`src/logic/appc_cfg.svh`:
```
// Purpose: constants of the aiding packet payload codec
// Assumes: included by bare name
// Notes: lengths are payload bytes
`ifndef APPC_CFG_SVH
`define APPC_CFG_SVH

// ==========================================================
// packet identifiers
`define APPC_ID_ANG_ACC 8'h2B
`define APPC_ID_POS_VEL 8'h2C
`define APPC_ID_POS 8'h2D
`define APPC_ID_VEL 8'h2E
`define APPC_ID_BODY_VEL 8'h2F
`define APPC_ID_HEADING 8'h30
`define APPC_ID_RUN_TIME 8'h31

// ==========================================================
// payload lengths in bytes
`define APPC_LEN_ANG_ACC 8'h0C
`define APPC_LEN_POS_VEL 8'h3C
`define APPC_LEN_POS 8'h24
`define APPC_LEN_VEL 8'h18
`define APPC_LEN_BODY_VEL 8'h10
`define APPC_LEN_HEADING 8'h08
`define APPC_LEN_RUN_TIME 8'h08

// ==========================================================
// field layout
`define APPC_WIDE_FIELDS 4'h3
`define APPC_WIDE_BYTES 4'h8
`define APPC_NARROW_BYTES 4'h4

`endif

```
`src/logic/appc_pkg.sv`:
```
// Purpose: types of the aiding packet payload codec
// Assumes: nothing
// Notes: whole state is one struct
`default_nettype none
package appc_pkg;

	typedef enum logic [1:0] {RX_IDLE, RX_DATA, RX_DROP} appc_rx_e;
	typedef enum logic [1:0] {TX_IDLE, TX_WAIT, TX_SEND} appc_tx_e;

	typedef struct packed {
		appc_rx_e rx_st;
		logic [7:0] rx_id;
		logic [7:0] rx_left;
		logic [3:0] rx_fidx;
		logic [3:0] rx_fcnt;
		logic [63:0] rx_sh;
		logic fld_valid;
		logic [3:0] fld_idx;
		logic [63:0] fld_data;
		logic fld_wide;
		logic pkt_done;
		logic pkt_bad;
		appc_tx_e tx_st;
		logic [7:0] tx_id;
		logic [7:0] tx_left;
		logic [3:0] tx_fidx;
		logic [3:0] tx_fcnt;
		logic [63:0] tx_sh;
		logic tx_ready;
		logic tx_bvalid;
		logic [7:0] tx_byte;
		logic tx_last;
		logic tx_rej;
	} appc_state_s;

endpackage : appc_pkg
`default_nettype wire

```
`src/logic/appc_codec.sv`:
```
// Purpose: decode and encode payloads of the seven aiding packets
// Assumes: framing, checksum and header parsing done outside
// Notes: fields travel least significant byte first
`timescale 1ns/100ps
`default_nettype none
`include "appc_cfg.svh"

// ==========================================================
// Contract
// id 43 carries 12 bytes, three fp32 angular accelerations at 0, 4, 8.
// id 44 carries 60 bytes, fp64 latitude, longitude, height at 0, 8, 16.
// id 44 fp32 NED velocities at 24..32, six fp32 deviations at 36..56.
// id 45 carries 36 bytes, three fp64 positions, three fp32 deviations.
// id 46 carries 24 bytes, three fp32 velocities then three deviations.
// id 47 carries 16 bytes, fp32 body velocities X, Y, Z and one deviation.
// id 48 carries 8 bytes, fp32 heading and its fp32 deviation.
// id 49 carries 8 bytes, u32 seconds then u32 microseconds.
// position deviations are fp32 metres although positions are fp64.
// known id with wrong declared length is discarded and flagged malformed.
module appc_codec
	import appc_pkg::*;
(
	// clock and reset
	input wire logic SYS_CLK,
	input wire logic RESETN,
	// receive payload stream
	input wire logic RX_START,
	input wire logic [7:0] RX_ID,
	input wire logic [7:0] RX_LEN,
	input wire logic RX_VALID,
	input wire logic [7:0] RX_BYTE,
	// decoded fields
	output logic FLD_VALID,
	output logic [3:0] FLD_INDEX,
	output logic [63:0] FLD_DATA,
	output logic FLD_WIDE,
	output logic PKT_DONE,
	output logic PKT_BAD,
	// fields to encode
	input wire logic TX_START,
	input wire logic [7:0] TX_ID,
	input wire logic TX_FIELD_VALID,
	input wire logic [63:0] TX_FIELD_DATA,
	output logic TX_FIELD_READY,
	output logic TX_REJECT,
	// encoded payload stream
	output logic TX_BYTE_VALID,
	output logic [7:0] TX_BYTE,
	output logic TX_LAST
);

	// ==========================================================
	// layout functions
	// fixed payload length per id, zero when unknown
	function automatic logic [7:0] pay_len(input logic [7:0] id);
		unique case (id)
			`APPC_ID_ANG_ACC: pay_len = `APPC_LEN_ANG_ACC;
			`APPC_ID_POS_VEL: pay_len = `APPC_LEN_POS_VEL;
			`APPC_ID_POS: pay_len = `APPC_LEN_POS;
			`APPC_ID_VEL: pay_len = `APPC_LEN_VEL;
			`APPC_ID_BODY_VEL: pay_len = `APPC_LEN_BODY_VEL;
			`APPC_ID_HEADING: pay_len = `APPC_LEN_HEADING;
			`APPC_ID_RUN_TIME: pay_len = `APPC_LEN_RUN_TIME;
			default: pay_len = 8'h00;
		endcase
	endfunction : pay_len

	// only the position fields of 44 and 45 are eight bytes wide
	function automatic logic [3:0] fld_bytes(input logic [7:0] id, input logic [3:0] idx);
		if ((id == `APPC_ID_POS_VEL || id == `APPC_ID_POS) && idx < `APPC_WIDE_FIELDS) begin
			fld_bytes = `APPC_WIDE_BYTES;
		end else begin
			fld_bytes = `APPC_NARROW_BYTES;
		end
	endfunction : fld_bytes

	// ==========================================================
	// state
	appc_state_s s_reg;
	appc_state_s s_next;
	// next-state scratch values
	logic [63:0] rx_shift;
	logic [7:0] rx_plen;
	logic [7:0] tx_plen;

	always_comb begin
		s_next = s_reg;
		s_next.fld_valid = 1'b0;
		s_next.pkt_done = 1'b0;
		s_next.pkt_bad = 1'b0;
		s_next.tx_bvalid = 1'b0;
		s_next.tx_last = 1'b0;
		s_next.tx_rej = 1'b0;
		rx_shift = {RX_BYTE, s_reg.rx_sh[63:8]};
		rx_plen = pay_len(RX_ID);
		tx_plen = pay_len(TX_ID);

		// ======================================================
		// decoder
		unique case (s_reg.rx_st)
			RX_IDLE: begin
				if (RX_START && rx_plen != 8'h00) begin
					s_next.rx_id = RX_ID;
					s_next.rx_left = RX_LEN;
					s_next.rx_fidx = 4'h0;
					s_next.rx_fcnt = fld_bytes(RX_ID, 4'h0);
					if (RX_LEN == rx_plen) begin
						s_next.rx_st = RX_DATA;
					end else if (RX_LEN == 8'h00) begin
						// nothing to drop, flag at once
						s_next.pkt_bad = 1'b1;
					end else begin
						// swallow the declared bytes to stay aligned
						s_next.rx_st = RX_DROP;
					end
				end
			end
			RX_DATA: begin
				if (RX_VALID) begin
					s_next.rx_sh = rx_shift;
					s_next.rx_left = s_reg.rx_left - 8'h01;
					s_next.rx_fcnt = s_reg.rx_fcnt - 4'h1;
					if (s_reg.rx_fcnt == 4'h1) begin
						s_next.fld_valid = 1'b1;
						s_next.fld_idx = s_reg.rx_fidx;
						s_next.fld_wide = (fld_bytes(s_reg.rx_id, s_reg.rx_fidx)
							== `APPC_WIDE_BYTES);
						// narrow fields land in bits 31:0
						s_next.fld_data = s_next.fld_wide ? rx_shift : {32'h0, rx_shift[63:32]};
						s_next.rx_fidx = s_reg.rx_fidx + 4'h1;
						s_next.rx_fcnt = fld_bytes(s_reg.rx_id, s_reg.rx_fidx + 4'h1);
					end
					if (s_reg.rx_left == 8'h01) begin
						s_next.pkt_done = 1'b1;
						s_next.rx_st = RX_IDLE;
					end
				end
			end
			RX_DROP: begin
				if (RX_VALID) begin
					s_next.rx_left = s_reg.rx_left - 8'h01;
					if (s_reg.rx_left == 8'h01) begin
						s_next.pkt_bad = 1'b1;
						s_next.rx_st = RX_IDLE;
					end
				end
			end
			default: s_next.rx_st = RX_IDLE;
		endcase

		// ======================================================
		// encoder
		unique case (s_reg.tx_st)
			TX_IDLE: begin
				if (TX_START) begin
					if (tx_plen == 8'h00) begin
						// unknown id refused, nothing sent
						s_next.tx_rej = 1'b1;
					end else begin
						s_next.tx_id = TX_ID;
						s_next.tx_left = tx_plen;
						s_next.tx_fidx = 4'h0;
						s_next.tx_ready = 1'b1;
						s_next.tx_st = TX_WAIT;
					end
				end
			end
			TX_WAIT: begin
				if (TX_FIELD_VALID) begin
					s_next.tx_sh = TX_FIELD_DATA;
					s_next.tx_fcnt = fld_bytes(s_reg.tx_id, s_reg.tx_fidx);
					s_next.tx_ready = 1'b0;
					s_next.tx_st = TX_SEND;
				end
			end
			TX_SEND: begin
				s_next.tx_bvalid = 1'b1;
				s_next.tx_byte = s_reg.tx_sh[7:0];
				s_next.tx_sh = {8'h00, s_reg.tx_sh[63:8]};
				s_next.tx_fcnt = s_reg.tx_fcnt - 4'h1;
				s_next.tx_left = s_reg.tx_left - 8'h01;
				// final payload byte ends the packet
				if (s_reg.tx_left == 8'h01) begin
					s_next.tx_last = 1'b1;
					s_next.tx_st = TX_IDLE;
				end else if (s_reg.tx_fcnt == 4'h1) begin
					// ready rises with the last byte of a field
					s_next.tx_fidx = s_reg.tx_fidx + 4'h1;
					s_next.tx_ready = 1'b1;
					s_next.tx_st = TX_WAIT;
				end
			end
			default: s_next.tx_st = TX_IDLE;
		endcase
	end

	// ==========================================================
	// registers
	always_ff @(posedge SYS_CLK or negedge RESETN) begin
		if (!RESETN) begin
			s_reg <= '0;
		end else begin
			s_reg <= s_next;
		end
	end

	// ==========================================================
	// outputs
	assign FLD_VALID = s_reg.fld_valid;
	assign FLD_INDEX = s_reg.fld_idx;
	assign FLD_DATA = s_reg.fld_data;
	assign FLD_WIDE = s_reg.fld_wide;
	assign PKT_DONE = s_reg.pkt_done;
	assign PKT_BAD = s_reg.pkt_bad;
	assign TX_FIELD_READY = s_reg.tx_ready;
	assign TX_REJECT = s_reg.tx_rej;
	assign TX_BYTE_VALID = s_reg.tx_bvalid;
	assign TX_BYTE = s_reg.tx_byte;
	assign TX_LAST = s_reg.tx_last;

endmodule : appc_codec
`default_nettype wire

```
`config.mk`:
```
export PLATFORM = sky130hd
export DESIGN_NAME = appc_codec
export DESIGN_NICKNAME = d
export VERILOG_FILES = /design/src/logic/appc_pkg.sv /design/src/logic/appc_codec.sv
export VERILOG_INCLUDE_DIRS = /design/src /design/src/logic
export SDC_FILE = /design/constraint.sdc
export NUM_CORES = 1
export LEC_CHECK = 0
export ABC_AREA = 1
export BUFFER_PORTS_ARGS = -buffer_cell sky130_fd_sc_hd__buf_2
export CAP_MARGIN = 25
export CORE_MARGIN = 5
export CORE_UTILIZATION = 57
export CTS_BUF_LIST = sky130_fd_sc_hd__clkbuf_16
export CTS_CLUSTER_DIAMETER = 120
export DETAILED_ROUTE_END_ITERATION = 10
export PLACE_DENSITY = 0.88
export SYNTH_ARGS = -nofsm -noshare
export SYNTH_HDL_FRONTEND = slang
export SYNTH_SLANG_ARGS = --single-unit
```
`constraint.sdc`:
```
create_clock -name SYS_CLK -period 2.1 [get_ports SYS_CLK]
set_input_delay 0.105 -clock SYS_CLK [delete_from_list [all_inputs] [get_ports SYS_CLK]]
set_output_delay 0.105 -clock SYS_CLK [all_outputs]
set_load 0.01 [all_outputs]
```
=== Word-level counts from Yosys, hierarchy flattened ===
Index checks and enable logic that the tools add are counted.

* Order comparisons: 3
* Reductions and logical operators: 33
* Muxes and demuxes: 50
* Equal/unequal tests: 41
* Add/sub/neg operators: 6
* Bitwise operators: 1

{| class="wikitable"
|+ Operator list
! operator !! count
|-
| two-way mux 151 bit || 1
|-
| equality test 8 x 6 -> 1 bit, second input constant || 18
|-
| one-hot mux 68 bit (2 select lines) || 1
|-
| one-hot mux 6 bit (6 select lines) || 2
|-
| two-way mux 71 bit || 1
|-
| two-way mux 70 bit || 1
|-
| two-way mux 69 bit || 1
|-
| two-way mux 64 bit || 1
|-
| two-way mux 22 bit || 2
|-
| two-way mux 4 bit || 9
|-
| two-way mux 26 bit || 1
|-
| one-hot mux 12 bit (2 select lines) || 1
|-
| one-hot mux 8 bit (3 select lines) || 1
|-
| inequality test 2 bit, second input constant || 9
|-
| equality test 8 x 1 -> 1 bit, second input constant || 2
|-
| zero test 8 bit || 2
|-
| two-way mux 8 bit || 2
|-
| one-hot mux 8 bit (2 select lines) || 1
|-
| AND reduction 4 bit || 4
|-
| subtractor 8 x 1 -> 8 bit, second input constant || 2
|-
| two-way mux 2 bit || 7
|-
| two-way mux 1 bit || 13
|-
| less-than comparator 4 x 2 -> 1 bit, second input constant || 3
|-
| AND reduction 3 bit || 4
|-
| other kinds (25) || 45
|}

* Bits in registers: 264

=== Longest topological paths before layout ===
* Depth after elaboration: 12
* Depth in mapped cells: 14

=== Worst setup path after synthesis ===
No wires, ideal clock.

* Path type: reg2reg
* From: reg s_reg[263] in the netlist's numbering
* To: reg s_reg, in the netlist FLD_DATA[25]
* Library setup time: 0.119 ns
* Buffers on the path: 1
* Setup slack: 0.437 ns
* Stages on the path, launching flop included: 8
* Data arrival time: 1.545 ns
* Period minus slack after synthesis: 1.663 ns
* Cells stage by stage: dfrtp_1 > inv_1 > ha_1 > nand2_1 > nor2_2 > clkbuf_1 > o211ai_1 > o21a_1

* Cells in the longest elaborated chain, start to end: 2

{| class="wikitable"
|+ Ends and longest elaborated chain
! what !! line !! RTL
|-
| start, declared || appc_codec.sv:79 || <nowiki>appc_state_s s_reg;</nowiki>
|-
| start signal, assigned || appc_codec.sv:203 || <nowiki>s_reg <= s_next;</nowiki>
|-
| equality test 2 x 1 -> 1 bit || appc_codec.sv:100 || <nowiki>unique case (s_reg.rx_st)</nowiki>
|-
| AND reduction 3 bit (no line) || -- ||
|}

No other way between the ends.
A chain may end at the register's enable or synchronous reset.

=== Worst setup path after layout ===
* From: in TX_ID[4]
* To: reg s_reg[95] in the netlist's numbering

* Cells in the longest elaborated chain, start to end: 6
* Elaborated cells on any way between the ends: 12

{| class="wikitable"
|+ Ends and longest elaborated chain
! what !! line !! RTL
|-
| start, declared || appc_codec.sv:41 || <nowiki>input wire logic [7:0] TX_ID,</nowiki>
|-
| equality test 8 x 6 -> 1 bit || appc_codec.sv:56 || <nowiki>unique case (id)</nowiki>
|-
| OR reduction 2 bit (no line) || -- ||
|-
| one-hot mux 6 bit (6 select lines) (*) || appc_codec.sv:56 ||
|-
| zero test 8 bit (*) || appc_codec.sv:156 || <nowiki>if (tx_plen == 8'h00) begin</nowiki>
|-
| NOT 1 bit (no line) (*) || -- ||
|-
| AND reduction 3 bit (no line) (*) || -- ||
|}

Every way passes the cells marked *; elsewhere a longest branch is shown, timed or not.

==> results.py <==
metrics = {
    "outcome": {
        "outcome": "finished clean",
    },
    "yosys": {
        "yosysSeqAreaShare_pct": 51.8,
        "syn_nets": 1558,
        "synth_edf_count": 0,
        "ys_ff_latch": 254,
        "synth_top_area_share_pct": 51.8,
        "synthCells": 1441,
        "yosysTopAreaCell": "dfrtp_1",
        "avgSynthCellArea_um2": 8.52,
        "async_flop_share_pct": 100,
        "syn_area_um2": 12300,
        "ys.flop_type": "dfrtp_1",
        "synth.distinct_cells": 42,
        "synth.area.top_cells": "dfrtp_1 52%, nand2_1 11%, o21ai_0 7.0%",
        "yosys_warnings": 0,
    },
    "sta": {
        "max_freq_ghz": 0.498,
        "finalMaxSlewViolations": 0,
        "fin_worst_skew_ns": 0.0129,
        "slew_headroom_pct": 57.4,
        "setup_viol": 0,
        "final_hold_viol_count": 0,
        "fin_crit_ns": 2.01,
        "post-route-period-util_pct": 95.7,
        "setup_slack_ns": 0.0904,
        "tightest_slew_ns": 0.639,
    },
    "floorplanning": {
        "core_um2": 21100,
        "start_util_pct": 58.2,
        "io_pins": 186,
        "die_area_um2": 24600,
        "rows": 53,
        "die_y_um": 157,
        "die_w_um": 157,
    },
    "flow_run": {
        "maxCapViolCount": 0,
    },
    "power": {
        "power_density_nw_per_um2": 994,
        "p_leak_nw": 7.52,
        "ir_drop_v": 0.000743,
    },
    "placement": {
        "dp_slack_ns": 0.286,
        "placed_area_um2": 13000,
        "io_buffers": 185,
        "place_congestion": 0.882,
        "place_hpwl_um": 19800,
    },
    "drt": {
        "drt_first_iter_violations": 853,
        "vias": 10608,
        "drtPass1Iterations": 5,
        "drt_wl_total_um": 33000,
        "vias_per_cell": 5.49,
        "wl_per_cell_um": 17.1,
        "drcViolationCount": 0,
        "antenna_left": 0,
    },
    "grt": {
        "grt_pass1_wl_um": 53600,
        "grt_pass1_vias": 10685,
        "grt_antenna_before_repair": 0,
        "grt_max_degree": 122,
        "grt_use_total_pct": 26.9,
        "grt_overflow_total": 0,
    },
    "critical_path": {
        "r2r_start": "s_reg[101]$_DFFE_PN0P_",
        "critical_path_required_ns": 2.55,
        "path_class": "input pin to flop",
        "r2r_end": "s_reg[57]$_DFFE_PN0P_",
        "worst_setup_path_end_kind": "flop",
        "reg2reg_depth": 7,
        "cp-start-kind": "input pin",
        "rrSetupSlack_ns": 0.23,
        "critPathArrivalTime_ns": 2.46,
        "crit_fanout": 8,
    },
    "clocking": {
        "htreeDepth": 1,
        "cts_num_sinks": 254,
        "clk_path_buf_depth": 3,
        "cts_root_buf": "clkbuf_16",
        "numCtsBuffers": 27,
        "worst_setup_hold_path_clk_slew_ns": 0.06,
        "cts_tree": "built",
        "insertion_delay_ns": 0.52,
    },
    "layout": {
        "seq_area_um2": 6360,
        "postLayoutCoreUtil_pct": 70.5,
        "fin_nets": 1756,
        "multiInputGateArea_um2": 4370,
        "largest_reg_flops": 114,
        "syn2layout_area_growth_pct": 21.0,
        "num-fill-cells": 1493,
        "design_area_um2": 14900,
        "drive_gt1_share_pct": 17.2,
    },
    "worst_hold_path": {
        "hold_depth": 5,
        "worstHoldStart": "RX_LEN[5]",
        "holdPathEnd": "s_reg[251]$_DFFE_PN0P_",
        "hp-class": "input pin to flop",
    },
}
[report_power, final]
group | switching, mW | total [mW] | leakage (nW) | internal, mW
Sequential | 0.456 | 6.30 | 3.36 | 5.84
Clock | 1.89 | 4.57 | 0.430 | 2.68
Combinational | 2.53 | 3.91 | 3.73 | 1.38
Total | 4.88 | 14.8 | 7.52 | 9.90
[metrics by stage]
stage	hold WS, ns	std cells	setup TNS [ns]	total power [mW]
final	0.0256	1932	0	14.8
after global routing	0.0615	1930	-0.126	15.6
after CTS	0.00927	1929	0	14.6
after detailed placement	0.143	1784	0	9.80
after global placement	0.142	1784	0	9.57
after floorplan	-0.191	1441	0	8.92
[kinds of logic after synthesis]
kind of cell               count (synthesis)  share of synthesized area (%)
and+or+nand+nor                          509                           17.3
xor gates and xnor gates                  12                          0.856
AOI/OAI and AO/OA                        320                           15.4
buffers and inverters                    331                           13.1
adders and majority gates                 15                           1.53
DFF                                      254                           51.8
[critical path, stage by stage]
cell           delay (ns)
dlygate4sd3_1        0.54
buf_2                0.13
inv_1                0.06
nand4_1              0.22
a21oi_2              0.19
inv_1                0.08
and2_4               0.17
nand3_2              0.07
nand3_4              0.12
inv_2                0.11
nand2_1              0.06
nand2_1              0.06
dlygate4sd3_1        0.54
[layer usage]
layer	vias to the layer above	global-route usage (%)	wire length, um
li1	4979	-	-
met1	5043	33.6	12700
met2	473	45.8	16400
met3	113	5.48	2530
met4	0	10.8	1330
met5	-	0	0
[cell type report]
class                   instances  area share, %
diodes                          2         0.0337
well taps                     275           2.31
clock inverters                18           1.05
inverters                     191           4.82
repair buffers                309           15.1
flip-flops and latches        254           42.8
clock buffers                  27           4.55
multi-input cells             856           29.4
[worst max path at each step]
| stage | start | end | cells past startpoint |
|---|---|---|---|
| after floorplan | s_reg[263]$_DFFE_PN0P_ | FLD_DATA[25]$_DFFE_PN0P_ | 7 |
| after global placement | s_reg[101]$_DFFE_PN0P_ | s_reg[45]$_DFFE_PN0P_ | 7 |
| after detailed placement | s_reg[239]$_DFFE_PN0P_ | FLD_DATA[50]$_DFFE_PN0P_ | 9 |
| after CTS | TX_ID[4] | s_reg[95]$_DFFE_PN0P_ | 12 |
| after global routing | TX_ID[4] | s_reg[94]$_DFFE_PN0P_ | 12 |
| final | TX_ID[4] | s_reg[95]$_DFFE_PN0P_ | 13 |
[Yosys cell counts (all sizes together), types with 2 or more instances]
master  count
nand4      14
a21oi      11
clkinv      2
nor2       60
nor3        6
dfrtp     254
clkbuf     39
o211ai     88
nand3      49
buf       101
o21ai     198
inv       189
nor3b       2
ha         15
xnor2       2
xor2       10
a31oi       2
nand2     374
o22ai       4
o21a       14
[repair_timing]
item                                    CTS  global route
gates resized for setup                   0             8
setup buffers                             0             1
hold endpoints to repair                175             0
endpoints found under the setup margin    0             3
hold buffers                            100             0
[placed cells by master, fill, tap and decap left out, types with 4 or more instances in the layout]
cell / n
nand2_1: 364
dfrtp_1: 254
inv_1: 184
buf_2: 183
o21ai_0: 172
dlygate4sd3_1: 100
o211ai_1: 87
nor2_1: 52
nand3_1: 45
clkbuf_16: 27
o21ai_1: 25
ha_1: 15
buf_4: 15
o21a_1: 14
nand4_1: 12
inv_2: 11
xor2_1: 10
buf_12: 10
a21oi_1: 9
clkinv_1: 8
nand2_2: 7
nor3_1: 5
nor2_2: 4
nor2_4: 4
o22ai_1: 4
No activity file was read; power rests on OpenSTA's default activity.
